$ cat config.mk
export PLATFORM = sky130hd
export DESIGN_NAME = isq_sequencer
export DESIGN_NICKNAME = d
export VERILOG_FILES = /design/src/rtl/isq_pkg.sv /design/src/rtl/isq_alu.sv /design/src/rtl/isq_sequencer.sv
export SDC_FILE = /design/constraint.sdc
export NUM_CORES = 1
export LEC_CHECK = 0
export BUFFER_PORTS_ARGS = -buffer_cell sky130_fd_sc_hd__buf_2
export CAP_MARGIN = 0
export CORE_UTILIZATION = 55
export CTS_CLUSTER_SIZE = 8
export DETAILED_ROUTE_END_ITERATION = 7
export GPL_TIMING_DRIVEN = 1
export PLACE_DENSITY = 0.82
export SYNTH_ARGS = -nofsm -noshare
export SYNTH_HDL_FRONTEND = slang
export SYNTH_SLANG_ARGS = --single-unit
$ cat constraint.sdc
create_clock -name sys_clk -period 7.1 [get_ports sys_clk]
set_input_delay 1.065 -clock sys_clk [delete_from_list [all_inputs] [get_ports sys_clk]]
set_output_delay 1.065 -clock sys_clk [all_outputs]
set_load 0.01 [all_outputs]
$ cat src/rtl/isq_pkg.sv
// shared constants and types of the instruction sequencer
package isq_pkg;

  // widths and depths
  localparam int PC_W = 13;
  localparam int DATA_W = 8;
  localparam int INSTR_W = 16;
  localparam int REG_ADDR_W = 4;
  localparam int STK_PTR_W = 3;
  localparam logic [3:0] STK_DEPTH = 4'h8;

  // register offsets on the plain register port
  localparam logic [3:0] REG_PCL = 4'h0;
  localparam logic [3:0] REG_STATUS = 4'h1;

  // status field positions
  localparam int ST_CARRY = 0;
  localparam int ST_ZERO = 1;

  // values after reset
  localparam logic [12:0] PC_RESET = 13'h0000;
  localparam logic [7:0] PCL_RESET = 8'h00;
  localparam logic [2:0] STK_PTR_RESET = 3'h0;
  localparam logic [3:0] STK_DEPTH_RESET = 4'h0;

  // one phase per sys_clk cycle, four phases per instruction cycle
  typedef enum logic [3:0] {
    ISQ_T1 = 4'b0001,
    ISQ_T2 = 4'b0010,
    ISQ_T3 = 4'b0100,
    ISQ_T4 = 4'b1000
  } isq_phase_t;

  // alu operation classes
  typedef enum logic [3:0] {
    ISQ_ADD = 4'h0,
    ISQ_ADC = 4'h1,
    ISQ_SUB = 4'h2,
    ISQ_SBC = 4'h3,
    ISQ_AND = 4'h4,
    ISQ_OR = 4'h5,
    ISQ_XOR = 4'h6,
    ISQ_CPL = 4'h7,
    ISQ_RR = 4'h8,
    ISQ_RRC = 4'h9,
    ISQ_RL = 4'ha,
    ISQ_RLC = 4'hb,
    ISQ_INC = 4'hc,
    ISQ_DEC = 4'hd,
    ISQ_PASS = 4'he
  } isq_alu_op_t;

endpackage

$ cat src/rtl/isq_alu.sv
// eight-bit alu of the execute stage
`timescale 1ns/100ps
module isq_alu (
  // operation and operands
  input logic [3:0] op,
  input logic [7:0] a,
  input logic [7:0] b,
  input logic carry_in,
  // result and flags
  output logic [7:0] y,
  output logic carry_out,
  output logic zero
);

  logic [8:0] sum;

  // carry on subtraction means no borrow
  always_comb begin
    sum = 9'h000;
    y = a;
    carry_out = carry_in;
    unique case (isq_pkg::isq_alu_op_t'(op))
      isq_pkg::ISQ_ADD: sum = {1'b0, a} + {1'b0, b};
      isq_pkg::ISQ_ADC: sum = {1'b0, a} + {1'b0, b} + {8'h00, carry_in};
      isq_pkg::ISQ_SUB: sum = {1'b0, a} + {1'b0, ~b} + 9'h001;
      isq_pkg::ISQ_SBC: sum = {1'b0, a} + {1'b0, ~b} + {8'h00, carry_in};
      isq_pkg::ISQ_AND: y = a & b;
      isq_pkg::ISQ_OR: y = a | b;
      isq_pkg::ISQ_XOR: y = a ^ b;
      isq_pkg::ISQ_CPL: y = ~a;
      isq_pkg::ISQ_RR: y = {a[0], a[7:1]};
      isq_pkg::ISQ_RRC: begin
        y = {carry_in, a[7:1]};
        carry_out = a[0];
      end
      isq_pkg::ISQ_RL: y = {a[6:0], a[7]};
      isq_pkg::ISQ_RLC: begin
        y = {a[6:0], carry_in};
        carry_out = a[7];
      end
      isq_pkg::ISQ_INC: y = a + 8'h01;
      isq_pkg::ISQ_DEC: y = a - 8'h01;
      isq_pkg::ISQ_PASS: y = a;
      default: y = a;
    endcase
    // add and subtract classes (op 0 to 3) take result and carry from the adder
    if (op <= 4'h3) begin
      y = sum[7:0];
      carry_out = sum[8];
    end
    zero = (y == 8'h00);
  end

endmodule

$ cat src/rtl/isq_sequencer.sv
// instruction sequencer: phase timing, program counter, return stack
//
// Design decisions made here: the address-and-strobe port and the register addresses.
`timescale 1ns/100ps
module isq_sequencer (
  // clock and reset
  input logic sys_clk,
  input logic rst,
  // register port
  input logic [3:0] reg_addr,
  input logic [7:0] reg_wdata,
  input logic reg_wr,
  input logic reg_rd,
  output logic [7:0] reg_rdata,
  // program memory
  output logic [12:0] fetch_addr,
  output logic fetch_req,
  input logic [15:0] fetch_instr,
  // phase clocks and instruction to the execute datapath
  output logic [3:0] instruction_phase_clocks,
  output logic [15:0] exec_instr,
  output logic exec_valid,
  output logic exec_second,
  // flow control from the execute datapath, sampled in the last phase
  input logic ctl_unconditional_jump,
  input logic ctl_call,
  input logic ctl_subroutine_return,
  input logic ctl_interrupt_return,
  input logic ctl_skip,
  input logic ctl_ext,
  input logic [12:0] ctl_target,
  // alu request from the execute datapath, sampled in the third phase
  input logic alu_en,
  input logic [3:0] alu_op,
  input logic [7:0] alu_a,
  input logic [7:0] alu_b,
  input logic [7:0] alu_dest,
  // alu result to the register file
  output logic [7:0] alu_result,
  output logic alu_wr,
  output logic [7:0] alu_wr_addr,
  output logic status_carry,
  output logic status_zero,
  // interrupt controller
  input logic int_req,
  input logic [12:0] int_vector,
  output logic int_ack
);

  isq_pkg::isq_phase_t phase;
  isq_pkg::isq_phase_t next_phase;
  logic [12:0] pc;
  logic [12:0] next_pc;
  logic [15:0] prefetch;
  logic fetch_got;
  logic act;
  logic do_ret;
  logic do_jump;
  logic do_call;
  logic do_pcl;
  logic do_stall;
  logic do_skip;
  logic do_int;
  logic flush;
  logic pcl_wr;
  logic pcl_pend;
  logic [7:0] pcl_val;
  logic pcl_hit;
  logic [7:0] pcl_val_now;
  logic [12:0] stk_mem [0:7];
  logic [2:0] stk_wp;
  logic [2:0] top_idx;
  logic [3:0] stk_depth;
  logic stk_full;
  logic [12:0] pop_val;
  logic [7:0] alu_y;
  logic alu_c;
  logic alu_z;

  assign fetch_addr = pc;

  // phase ring; one phase per sys_clk edge
  always_comb begin
    unique case (phase)
      isq_pkg::ISQ_T1: next_phase = isq_pkg::ISQ_T2;
      isq_pkg::ISQ_T2: next_phase = isq_pkg::ISQ_T3;
      isq_pkg::ISQ_T3: next_phase = isq_pkg::ISQ_T4;
      isq_pkg::ISQ_T4: next_phase = isq_pkg::ISQ_T1;
      default: next_phase = isq_pkg::ISQ_T1;
    endcase
  end

  // phase register and its copy on the output pins
  always_ff @(posedge sys_clk or posedge rst) begin
    if (rst) begin
      phase <= isq_pkg::ISQ_T1;
      instruction_phase_clocks <= isq_pkg::ISQ_T1;
    end else begin
      phase <= next_phase;
      instruction_phase_clocks <= next_phase;
    end
  end

  // stack bookkeeping
  assign top_idx = stk_wp - 3'h1;
  assign pop_val = stk_mem[top_idx];
  assign stk_full = (stk_depth == isq_pkg::STK_DEPTH);

  // low byte write from software; consumed at the end of an instruction
  assign pcl_wr = reg_wr && (reg_addr == isq_pkg::REG_PCL);
  assign pcl_hit = pcl_pend || pcl_wr;
  assign pcl_val_now = pcl_wr ? reg_wdata : pcl_val;

  // flow decision at the end of the last phase; first hit wins
  always_comb begin
    act = (phase == isq_pkg::ISQ_T4) && exec_valid;
    do_ret = act && (ctl_subroutine_return || ctl_interrupt_return);
    do_jump = act && !do_ret && (ctl_unconditional_jump || ctl_call);
    do_call = do_jump && ctl_call;
    do_pcl = act && !do_ret && !do_jump && pcl_hit;
    do_stall = act && ctl_ext && !exec_second && !do_ret && !do_jump &&
               !do_pcl;
    do_skip = act && ctl_skip && !do_ret && !do_jump && !do_pcl &&
              !do_stall;
    // a full stack keeps the request pending instead of losing it
    do_int = act && int_req && !stk_full && !do_ret && !do_jump &&
             !do_pcl && !do_stall && !do_skip;
    flush = do_ret || do_jump || do_pcl || do_skip || do_int;
    next_pc = pc + 13'h0001;
    if (do_ret) begin
      next_pc = pop_val;
    end else if (do_jump) begin
      next_pc = ctl_target;
    end else if (do_pcl) begin
      next_pc = {pc[12:8], pcl_val_now};
    end else if (do_stall) begin
      next_pc = pc;
    end else if (do_int) begin
      next_pc = int_vector;
    end
  end

  // program counter: next address steps or loads at the start of T1
  always_ff @(posedge sys_clk or posedge rst) begin
    if (rst) begin
      pc <= isq_pkg::PC_RESET;
    end else if (phase == isq_pkg::ISQ_T4) begin
      pc <= next_pc;
    end
  end

  // fetch strobe lives in T1; no fetch while an extended op holds
  always_ff @(posedge sys_clk or posedge rst) begin
    if (rst) begin
      fetch_req <= 1'b1;
      fetch_got <= 1'b0;
    end else begin
      fetch_req <= (phase == isq_pkg::ISQ_T4) && !do_stall;
      fetch_got <= fetch_req;
    end
  end

  // program memory answers one cycle after the strobe
  always_ff @(posedge sys_clk or posedge rst) begin
    if (rst) begin
      prefetch <= 16'h0000;
    end else if (phase == isq_pkg::ISQ_T2 && fetch_got) begin
      prefetch <= fetch_instr;
    end
  end

  // hand the prefetched word to execute; flushed slots become dummies
  always_ff @(posedge sys_clk or posedge rst) begin
    if (rst) begin
      exec_instr <= 16'h0000;
      exec_valid <= 1'b0;
      exec_second <= 1'b0;
    end else if (phase == isq_pkg::ISQ_T4) begin
      if (!do_stall) begin
        exec_instr <= prefetch;
      end
      exec_valid <= !flush;
      exec_second <= do_stall;
    end
  end

  // pending low byte write; a write in the decision cycle is consumed there and not kept pending
  always_ff @(posedge sys_clk or posedge rst) begin
    if (rst) begin
      pcl_pend <= 1'b0;
      pcl_val <= isq_pkg::PCL_RESET;
    end else begin
      if (pcl_wr) begin
        pcl_val <= reg_wdata;
      end
      if (pcl_wr && !act) begin
        pcl_pend <= 1'b1;
      end else if (act) begin
        pcl_pend <= 1'b0;
      end
    end
  end

  // stack pointer and depth; memory wraps so the oldest entry drops
  always_ff @(posedge sys_clk or posedge rst) begin
    if (rst) begin
      stk_wp <= isq_pkg::STK_PTR_RESET;
      stk_depth <= isq_pkg::STK_DEPTH_RESET;
    end else if (do_call || do_int) begin
      stk_wp <= stk_wp + 3'h1;
      if (!stk_full) begin
        stk_depth <= stk_depth + 4'h1;
      end
    end else if (do_ret) begin
      stk_wp <= top_idx;
      if (stk_depth != 4'h0) begin
        stk_depth <= stk_depth - 4'h1;
      end
    end
  end

  // stack storage has no reset; never reached by the register port
  always_ff @(posedge sys_clk) begin
    if (do_call || do_int) begin
      stk_mem[stk_wp] <= pc;
    end
  end

  // acknowledge pulse in T1 of the vectored cycle
  always_ff @(posedge sys_clk or posedge rst) begin
    if (rst) begin
      int_ack <= 1'b0;
    end else begin
      int_ack <= do_int;
    end
  end

  isq_alu u_alu (
    .op(alu_op),
    .a(alu_a),
    .b(alu_b),
    .carry_in(status_carry),
    .y(alu_y),
    .carry_out(alu_c),
    .zero(alu_z)
  );

  // alu result captured in T3, written back during T4
  always_ff @(posedge sys_clk or posedge rst) begin
    if (rst) begin
      alu_result <= 8'h00;
      alu_wr <= 1'b0;
      alu_wr_addr <= 8'h00;
      status_carry <= 1'b0;
      status_zero <= 1'b0;
    end else begin
      alu_wr <= 1'b0;
      if (phase == isq_pkg::ISQ_T3 && exec_valid && alu_en) begin
        alu_result <= alu_y;
        alu_wr <= 1'b1;
        alu_wr_addr <= alu_dest;
        status_carry <= alu_c;
        status_zero <= alu_z;
      end
    end
  end

  // read data stand one cycle only; unmapped offsets read zero
  always_ff @(posedge sys_clk or posedge rst) begin
    if (rst) begin
      reg_rdata <= 8'h00;
    end else begin
      reg_rdata <= 8'h00;
      if (reg_rd) begin
        if (reg_addr == isq_pkg::REG_PCL) begin
          reg_rdata <= pc[7:0];
        end else if (reg_addr == isq_pkg::REG_STATUS) begin
          reg_rdata <= {6'h00, status_zero, status_carry};
        end
      end
    end
  end
endmodule

==> results of run 1 <==
worst max-delay path by stage:
stage / startpoint / endpoint / slack, ns / cells past startpoint
2_1_floorplan: alu_op[0] / status_zero$_DFFE_PP0P_ / 3.11 / 15
3_3_place_gp: reg_addr[0] / stk_mem[3][12]$_DFFE_PP_ / 2.77 / 6
3_5_place_dp: reg_addr[0] / stk_mem[6][2]$_DFFE_PP_ / 2.51 / 6
4_1_cts: reg_addr[0] / stk_mem[6][1]$_DFFE_PP_ / 3.04 / 6
5_1_grt: phase[2]$_DFF_PP0_ / stk_mem[6][1]$_DFFE_PP_ / 2.86 / 6
6_report: reg_addr[0] / stk_mem[6][1]$_DFFE_PP_ / 3.08 / 6
layout make-up:
| type | count | area [um2] | area share (%) |
|---|---|---|---|
| Clock buffer | 51 | 808 | 6.32 |
| Multi-Input combinational cell | 656 | 5110 | 40.0 |
| Tap cell | 265 | 332 | 2.59 |
| Timing Repair Buffer | 160 | 808 | 6.32 |
| Sequential cell | 201 | 5550 | 43.4 |
| Inverter | 41 | 156 | 1.22 |
| Clock inverter | 2 | 17.5 | 0.137 |
report_power, final:
group / internal, mW / switching (mW) / leakage (nW)
Clock: 0.760 / 0.474 / 0.392
Combinational: 0.585 / 0.628 / 2.74
Sequential: 1.44 / 0.310 / 2.12
Total: 2.79 / 1.41 / 5.25
state kept, by name, summed over array words and instances (netlist names), 3 cells and up:
name / flops
stk_mem: 104
exec_instr: 16
prefetch: 16
fetch_addr: 13
alu_result: 8
alu_wr_addr: 8
pcl_val: 8
reg_rdata: 8
phase: 4
stk_depth: 4
stk_wp: 3
through the flow:
stage	instances	cell area, um2	setup WS (ns)	hold WS, ns	power (mW)
after floorplan	953	11000	3.11	0.414	2.48
after global placement	1323	12000	2.77	0.390	2.87
after detailed placement	1323	12000	2.51	0.395	2.91
after CTS	1376	12800	3.04	0.402	4.18
after global routing	1376	12800	2.86	0.409	4.35
final	1376	12800	3.08	0.405	4.20
layer usage:
layer | GRT usage, % | up-vias | share of wire, %
met5 | 0 | - | 0
met3 | 4.23 | 90 | 8.3
met2 | 47.1 | 481 | 48
li1 | - | 3808 | -
met1 | 37.4 | 4098 | 40
met4 | 11.6 | 0 | 3.8
placed cells by master (no fill, tap or decap), types with 6 or more instances in the layout:
cell | synthesis | final
buf_2 | 8 | 157
edfxtp_1 | 104 | 104
dfrtp_1 | 95 | 94
nand2_1 | 78 | 78
nor2_1 | 77 | 77
mux2_2 | 50 | 50
a21oi_1 | 45 | 45
inv_1 | 39 | 38
ha_1 | 34 | 34
o21ai_0 | 30 | 30
xnor2_1 | 29 | 29
clkbuf_16 | 0 | 29
mux2i_1 | 27 | 27
mux4_2 | 26 | 26
clkbuf_1 | 30 | 22
xor2_1 | 19 | 19
a221oi_1 | 16 | 16
nor2b_1 | 16 | 15
nand3_1 | 15 | 15
a211oi_1 | 15 | 15
nor3_1 | 16 | 14
nand2b_1 | 14 | 14
a21o_1 | 11 | 11
o221ai_1 | 9 | 9
nor3b_1 | 8 | 8
and3_1 | 6 | 6
a31oi_1 | 6 | 6
and2_1 | 6 | 6
o211ai_1 | 6 | 6
worst max-delay path: cells and delay by family:
family                 cells  cell delay, ns
buffers and inverters      1            0.14
AOI/OAI and AO/OA          1            0.35
and+or+nand+nor            4            2.57
logic make-up (layout without fill, tap and decap cells):
group / after synthesis / count (layout)
fa+ha+maj: 37 / 37
simple gates: 279 / 279
compound gates: 189 / 189
buf+inv: 96 / 254
xor+xnor: 48 / 48
mux: 103 / 103
flops: 201 / 201
==> results.toml, run 1 <==
[timing]
worstMarginPinSlew_ns = 1.26
slew_viol_final = 0
fin_crit_sh_pct = 56.7
max_freq_ghz = 0.249
setup_viol = 0
maxSlewHeadroom_pct = 16.1
hold_viol = 0
fin_tns_setup_ns = 0
clock_skew_ns = 0.0266
rsz0062_at_grt = "false"
min_period_ns = 4.02

[critical_path]
r2r_cells = 6
end_kind = "register"
reg2reg_from = "phase[2]$_DFF_PP0_"
worstPathRequired_ns = 7.22
path_cells = "buf_2, nand3b_1, or4b_1, o21ai_4, nand2_1, nor2_1"
arrival_ns = 4.14
crit_path_top_delay_cell = "nor2_1"
worst-setup-path-type = "in -> reg"
r2r_end = "stk_mem[6][1]$_DFFE_PP_"
path_max_fanout = 28
max_stage_delay_ns = 0.97
r2r_slack_ns = 3.09
startpoint_type = "input pin"

[hold_path]
min_to = "fetch_got$_DFF_PP0_"
hold_start = "fetch_req$_DFF_PP1_"
hold_depth = 0
hp-class = "reg -> reg"

[place]
place_congestion = 0.943
portBuffers = 157
dpl.hpwl_um = 19300

[yosys]
synth.top_cell.area_share_pct = 28.3
synth_warnings = 0
synth_largest_area_cell = "edfxtp_1"
ys_ff_latch = 201
synth_seq_area_share_pct = 50.3
yosys-top-cells-area = "edfxtp_1 (28%), dfrtp_1 (22%), mux4_2 (5.3%), mux2_2 (5.1%), ha_1 (3.9%)"
synth_area_mm2 = 0.0110
yosysUniqueCellTypes = 81
yosysMostFrequentCell = "edfxtp_1"
syn_avg_cell_area_um2 = 11.6
synth_edf_count = 104
yosys.area_share.xor_xnor_pct = 3.81
yosys.area_share.simple_pct = 12.9
syn-num-nets = 1084
yosys.area_share.adder_pct = 4.40
yosys-top-cells-count = "edfxtp_1 (104), dfrtp_1 (95), nand2_1 (78)"
ys.flop_type = "edfxtp_1"
synth_compound_area_share_pct = 12.2
postSynthCellCount = 953
synth_top_family_by_area = "simple AND/OR/NAND/NOR gates"
synth_mux_area_share_pct = 12.8
synthArstFlopShare_pct = 48.3

[power]
peakVddDrop_uv = 282
power_density_mw_per_mm2 = 328
p_leak_nw = 5.25

[route]
vias = 8477
viasPerCell = 6.16
antenna_left = 0
dr.pass1.iters = 5
routed_wirelength_um = 29300
drt-initial-drc-count = 682
drc = 0
drt-wirelength-per-cell_um = 21.3

[global_routing]
grt_pass1_wl_um = 44600
grt_overflow = 0
grt_max_degree = 76
grt.total_usage_pct = 28.4
grt_pass1_vias = 8141
antenna_found_initial = 0

[clocking]
h-tree-depth = 1
post_cts_resized = 0
insertion_delay_ns = 0.53
clockBufferDepth = 3
cts.clk_slew.worst_paths_ns = 0.06
cts.sinks = 201
cts-root-buf = "clkbuf_16"
postCtsSetupBuffers = 0
cts_buffers = 29
ctsHoldBuffers = 0
cts_tree = "yes"

[flow_run]
drv_cap = 0

[layout]
n_antenna_cell = 0
nets = 1220
drive_gt1_share_pct = 26.5
fillers = 1429
syn2layout_area_growth_pct = 15.7
final_util_pct = 65.3

[die]
io_pins = 158
core-area_mm2 = 0.0196
row_count = 51
die_area_mm2 = 0.0207
die_x_um = 144
initial_core_util_pct = 56.4
die_h_um = 144

[outcome]
status = "completed"
Note: power is estimated with default switching activity, not from simulation.
==> run 2, diff against run 1 <==
--- a/config.mk
+++ b/config.mk
@@ -5,13 +5,14 @@
 export SDC_FILE = /design/constraint.sdc
 export NUM_CORES = 1
 export LEC_CHECK = 0
+export ABC_AREA = 1
 export BUFFER_PORTS_ARGS = -buffer_cell sky130_fd_sc_hd__buf_2
 export CAP_MARGIN = 0
-export CORE_UTILIZATION = 55
+export CORE_UTILIZATION = 52
 export CTS_CLUSTER_SIZE = 8
 export DETAILED_ROUTE_END_ITERATION = 7
 export GPL_TIMING_DRIVEN = 1
-export PLACE_DENSITY = 0.82
+export PLACE_DENSITY = 0.81
 export SYNTH_ARGS = -nofsm -noshare
 export SYNTH_HDL_FRONTEND = slang
 export SYNTH_SLANG_ARGS = --single-unit
==> constraint.sdc (replaced) <==
create_clock -name sys_clk -period 3.6 [get_ports sys_clk]
set_input_delay 0.54 -clock sys_clk [delete_from_list [all_inputs] [get_ports sys_clk]]
set_output_delay 0.54 -clock sys_clk [all_outputs]
set_load 0.01 [all_outputs]
==> results.toml, run 2 <==
[outcome]
status = "completed"

[power]
total_power_mw = 8.35
peakVddDrop_uv = 520
p_leak_nw = 6.05
power_density_mw_per_mm2 = 643

[route]
drc = 0
viasPerCell = 5.62
drt-wirelength-per-cell_um = 18.1
drt-initial-drc-count = 895
antenna_left = 0
routed_wirelength_um = 32000
dr.pass1.iters = 6
vias = 9907

[hold_path]
hp-class = "in -> async"

[yosys]
yosys-top-cells-count = "nand2_1 (304), inv_1 (148), nor2_1 (143)"
yosys.area_share.xor_xnor_pct = 1.60
yosys.area_share.simple_pct = 22.7
yosys-top-cells-area = "edfxtp_1 (28%), dfrtp_1 (22%), nand2_1 (10%), o21ai_0 (5.4%), inv_1 (5.1%)"
ys.flop_type = "edfxtp_1"
synth_area_mm2 = 0.0110
yosysUniqueCellTypes = 50
postSynthCellCount = 1300
yosysMostFrequentCell = "nand2_1"
synthArstFlopShare_pct = 48.3
synth_mux_area_share_pct = 0.205
ys_ff_latch = 201
synth_edf_count = 104
synth_warnings = 0
syn-num-nets = 1431
synth_seq_area_share_pct = 50.6
synth_largest_area_cell = "edfxtp_1"
syn_avg_cell_area_um2 = 8.44
synth.top_cell.area_share_pct = 28.5
synth_top_family_by_area = "simple AND/OR/NAND/NOR gates"
synth_compound_area_share_pct = 13.6
yosys.area_share.adder_pct = 4.42

[clocking]
h-tree-depth = 1
cts-root-buf = "clkbuf_16"
cts_tree = "yes"
cts.clk_slew.worst_paths_ns = 0.05
cts_buffers = 29
clockBufferDepth = 3
insertion_delay_ns = 0.53
ctsHoldBuffers = 0
cts.sinks = 201
post_cts_resized = 0
postCtsSetupBuffers = 0

[place]
portBuffers = 157
dpl.hpwl_um = 23000
dp.cells = 1707
place_congestion = 1.01
preCtsSetupSlack_ns = 0.556

[layout]
nets = 1599
stdcell_count = 1762
fillers = 1697
final_common_cell = "nand2_1"
mostFrequentLayoutCells = "nand2_1 (304), buf_2 (157), inv_1 (147)"
seqCellArea_mm2 = 0.00555
syn2layout_area_growth_pct = 18.2
reg_top3 = "stk_mem: 104 flops, exec_instr: 16 flops, prefetch: 16 flops"
multi_input_comb_area_mm2 = 0.00471
drive_gt1_share_pct = 16.8
largest_register_ffs = 104
regMostFlops = "stk_mem"

[timing]
worstMarginPinSlew_ns = 0.964
fin_tns_setup_ns = 0
min_period_ns = 3.03
setup_slack_ns = 0.571
setup_viol = 0
fin_crit_sh_pct = 84.1
max_freq_ghz = 0.330
clock_skew_ns = 0.0113
maxSlewHeadroom_pct = 35.6
hold_viol = 0
rsz0062_at_grt = "false"
slew_viol_final = 0

[die]
die_x_um = 147
row_count = 52
initial_core_util_pct = 53.6
io_pins = 158
core-area_mm2 = 0.0205
die_area_mm2 = 0.0217
die_h_um = 147

[global_routing]
grt_pass1_wl_um = 50700
grt_overflow = 0
grt_pass1_vias = 9797
grt_max_degree = 62
grt.met2_usage_pct = 48.4
grt.total_usage_pct = 29.9
met3_usage_pct = 6.99
grtUsageMet1_pct = 38.9
busiest_layer = "met2"
antenna_found_initial = 3

[critical_path]
crit_start = "phase[1]$_DFF_PP0_"
arrival_ns = 3.26
end_kind = "register"
worst-setup-path-type = "reg -> reg"
startpoint_type = "register"
reg2reg_from = "phase[1]$_DFF_PP0_"
path_max_fanout = 7
worstPathRequired_ns = 3.83
r2r_slack_ns = 0.57

[flow_run]
drv_cap = 0
run 2: worst paths after layout:
kind	cells past startpoint	end
worst max register to register	12	stk_mem[6][6]$_DFFE_PP_
worst min-delay path	2	exec_instr[11]$_DFFE_PP0P_
worst min register to register	0	fetch_got$_DFF_PP0_
worst max-delay path	12	stk_mem[6][6]$_DFFE_PP_
min in group sys_clk	3	alu_wr_addr[2]$_DFFE_PP0P_
max in group asynchronous	3	fetch_addr[9]$_DFFE_PP0P_
run 2: through the flow:
stage / instance area, um2 / hold slack (ns) / util (%)
4_1_cts: 13000 / 0.168 / 63.3
3_5_place_dp: 12100 / 0.390 / 59.1
5_1_grt: 13000 / 0.218 / 63.3
3_3_place_gp: 12100 / 0.397 / 59.1
6_report: 13000 / 0.148 / 63.3
2_1_floorplan: 11000 / 0.414 / -
run 2: cell type report:
cell class	count	area share, %
Sequential cell	201	42.8
Multi-Input combinational cell	904	36.3
Clock buffer	50	6.20
Antenna cell	2	0.0386
Timing Repair Buffer	178	7.27
Clock inverter	3	0.338
Tap cell	270	2.60
Inverter	154	4.47
run 2: layer usage:
metal,wire length (um),vias to the layer above
li1,-,4722
met1,13000,4619
met2,14800,463
met3,2910,101
met4,1190,2
met5,10,-
run 2: cells by family after synthesis:
kind of cell | Yosys count
AOI/OAI and AO/OA | 255
xor gates and xnor gates | 20
adders and majority gates | 37
buffers and inverters | 195
DFF | 201
muxes | 2
and+or+nand+nor | 590
run 2: power by group:
| group | internal (mW) | total, mW | switching, mW |
|---|---|---|---|
| registers | 2.84 | 3.26 | 0.423 |
| clock network | 1.57 | 2.51 | 0.946 |
| logic | 0.873 | 2.57 | 1.70 |
run 2: critical path, stage by stage, from the launching register on:
cell	delay (ns)
dfrtp_1	0.41
nor2_1	0.10
nand3_1	0.13
nor2_1	0.20
nand2_1	0.11
nor2_2	0.18
inv_1	0.08
nor2_1	0.08
nand3_1	0.13
nand2_1	0.24
nand2_1	0.20
nor3_2	0.57
buf_4	0.29
==> run 3, diff against run 2 <==
--- a/config.mk
+++ b/config.mk
@@ -8,11 +8,11 @@
 export ABC_AREA = 1
 export BUFFER_PORTS_ARGS = -buffer_cell sky130_fd_sc_hd__buf_2
 export CAP_MARGIN = 0
-export CORE_UTILIZATION = 52
+export CORE_UTILIZATION = 55
 export CTS_CLUSTER_SIZE = 8
 export DETAILED_ROUTE_END_ITERATION = 7
 export GPL_TIMING_DRIVEN = 1
-export PLACE_DENSITY = 0.81
+export PLACE_DENSITY = 0.82
 export SYNTH_ARGS = -nofsm -noshare
 export SYNTH_HDL_FRONTEND = slang
 export SYNTH_SLANG_ARGS = --single-unit
==> constraint.sdc (replaced) <==
create_clock -name sys_clk -period 2.83 [get_ports sys_clk]
set_input_delay 0.4245 -clock sys_clk [delete_from_list [all_inputs] [get_ports sys_clk]]
set_output_delay 0.4245 -clock sys_clk [all_outputs]
set_load 0.01 [all_outputs]
==> results.toml, run 3 (synthesis gave the netlist of run 2 again) <==
[timing]
max_freq_ghz = 0.378
whs_ns = 0.0248
clock_skew_ns = 0.0112
min_period_ns = 2.64
setup_viol = 0
slew_viol_final = 0
maxSlewHeadroom_pct = 36.2
fin_crit_sh_pct = 93.4
hold_viol = 0
worstMarginPinSlew_ns = 0.955

[hold_path]
hp-class = "in -> async"

[clocking]
cts.sinks = 201
cts_tree = "yes"
cts_buffers = 29
postCtsSetupBuffers = 0
cts.clk_slew.worst_paths_ns = 0.05
clockBufferDepth = 3
h-tree-depth = 1
ctsHoldBuffers = 0
insertion_delay_ns = 0.54
cts-root-buf = "clkbuf_16"

[place]
place_congestion = 0.986
dpl.hpwl_um = 22800
portBuffers = 157
placed_area_mm2 = 0.0124
dp.cells = 1739

[layout]
stdcell_count = 1795
final_common_cell = "nand2_1"
nets = 1636
mostFrequentLayoutCells = "nand2_1 (304), buf_2 (157), inv_1 (147)"
syn2layout_area_growth_pct = 21.1
final_util_pct = 68.1
regMostFlops = "stk_mem"
drive_gt1_share_pct = 19.0
largest_register_ffs = 104
final_area_mm2 = 0.0133
reg_top3 = "stk_mem: 104 flops, exec_instr: 16 flops, prefetch: 16 flops"

[die]
core-area_mm2 = 0.0195
die_area_mm2 = 0.0205
io_pins = 158
row_count = 51
die_h_um = 143
die_x_um = 143
initial_core_util_pct = 56.2

[critical_path]
worstPathRequired_ns = 3.05
end_kind = "register"
worst-setup-path-type = "reg -> reg"
r2r_cells = 13
path_max_fanout = 13
arrival_ns = 2.87
startpoint_type = "register"

[global_routing]
grt_max_degree = 98
grt_pass1_vias = 9767
grt.total_usage_pct = 31.8
antenna_found_initial = 2
grt_pass1_wl_um = 50200
grt_overflow = 0

[route]
drt-initial-drc-count = 1151
drc = 0
drt-wirelength-per-cell_um = 17.9
routed_wirelength_um = 32200
dr.pass1.iters = 7
antenna_left = 0
viasPerCell = 5.62
vias = 10100

[outcome]
status = "completed"

[power]
total_power_mw = 10.8
p_leak_nw = 6.24
peakVddDrop_uv = 779
power_density_mw_per_mm2 = 816

[flow_run]
drv_cap = 0
-- run 3: report_power, final --
part / switching [mW] / internal [mW]
Combinational: 2.27 / 1.24
Clock: 1.23 / 2.03
Sequential: 0.449 / 3.61
-- run 3: worst max-delay path, stage by stage (launching register included) --
cell,delay (ns)
dfrtp_1,0.41
nor2_1,0.14
nand3_2,0.13
nor2_2,0.14
nand2_1,0.09
nor2_2,0.17
inv_1,0.08
nor2_1,0.09
nand3_1,0.15
nand2_1,0.13
buf_4,0.16
nand2_1,0.16
nor3_2,0.20
buf_4,0.27
-- run 3: timing repair --
| action | in CTS | in global routing |
|---|---|---|
| gates resized for setup | 0 | 4 |
| endpoints found under the setup margin | 0 | 98 |
| hold endpoints to repair | 0 | 0 |
-- run 3: per-stage QoR --
step           worst slack [ns]  setup TNS, ns
3_3_place_gp             0.0534              0
5_1_grt                 -0.0131        -0.0420
2_1_floorplan           -0.0161          -1.63
4_1_cts                   0.204              0
3_5_place_dp            0.00441              0
6_report                  0.186              0
-- run 3: layer usage --
metal  share of wire, %  up-vias  global-route usage (%)
li1                   -     4786                       -
met1                 41     4682                    42.5
met2                 47      525                    51.8
met3                8.9       90                    5.26
met4                3.7        0                    12.9
met5                  0        -                       0
-- run 3: layout make-up --
class | count | area, um2
fillers | 1559 | 6230
flip-flops and latches | 201 | 5550
multi-input cells | 904 | 4710
repair buffers | 215 | 1240
clock buffers | 52 | 822
inverters | 154 | 582
well taps | 265 | 332
clock inverters | 2 | 50.0
diodes | 2 | 5.00
-- run 3: final timing paths --
path | start | slack, ns | end
hold / removal | rst | 0.02 | alu_wr_addr[3]$_DFFE_PP0P_
max in group asynchronous | rst | 2.39 | stk_wp[1]$_DFFE_PP0P_
setup reg to reg | phase[1]$_DFF_PP0_ | 0.19 | stk_mem[0][9]$_DFFE_PP_
hold reg to reg | fetch_req$_DFF_PP1_ | 0.40 | fetch_got$_DFF_PP0_
min in group sys_clk | alu_dest[7] | 0.08 | alu_wr_addr[7]$_DFFE_PP0P_
setup / recovery | phase[1]$_DFF_PP0_ | 0.19 | stk_mem[0][9]$_DFFE_PP_
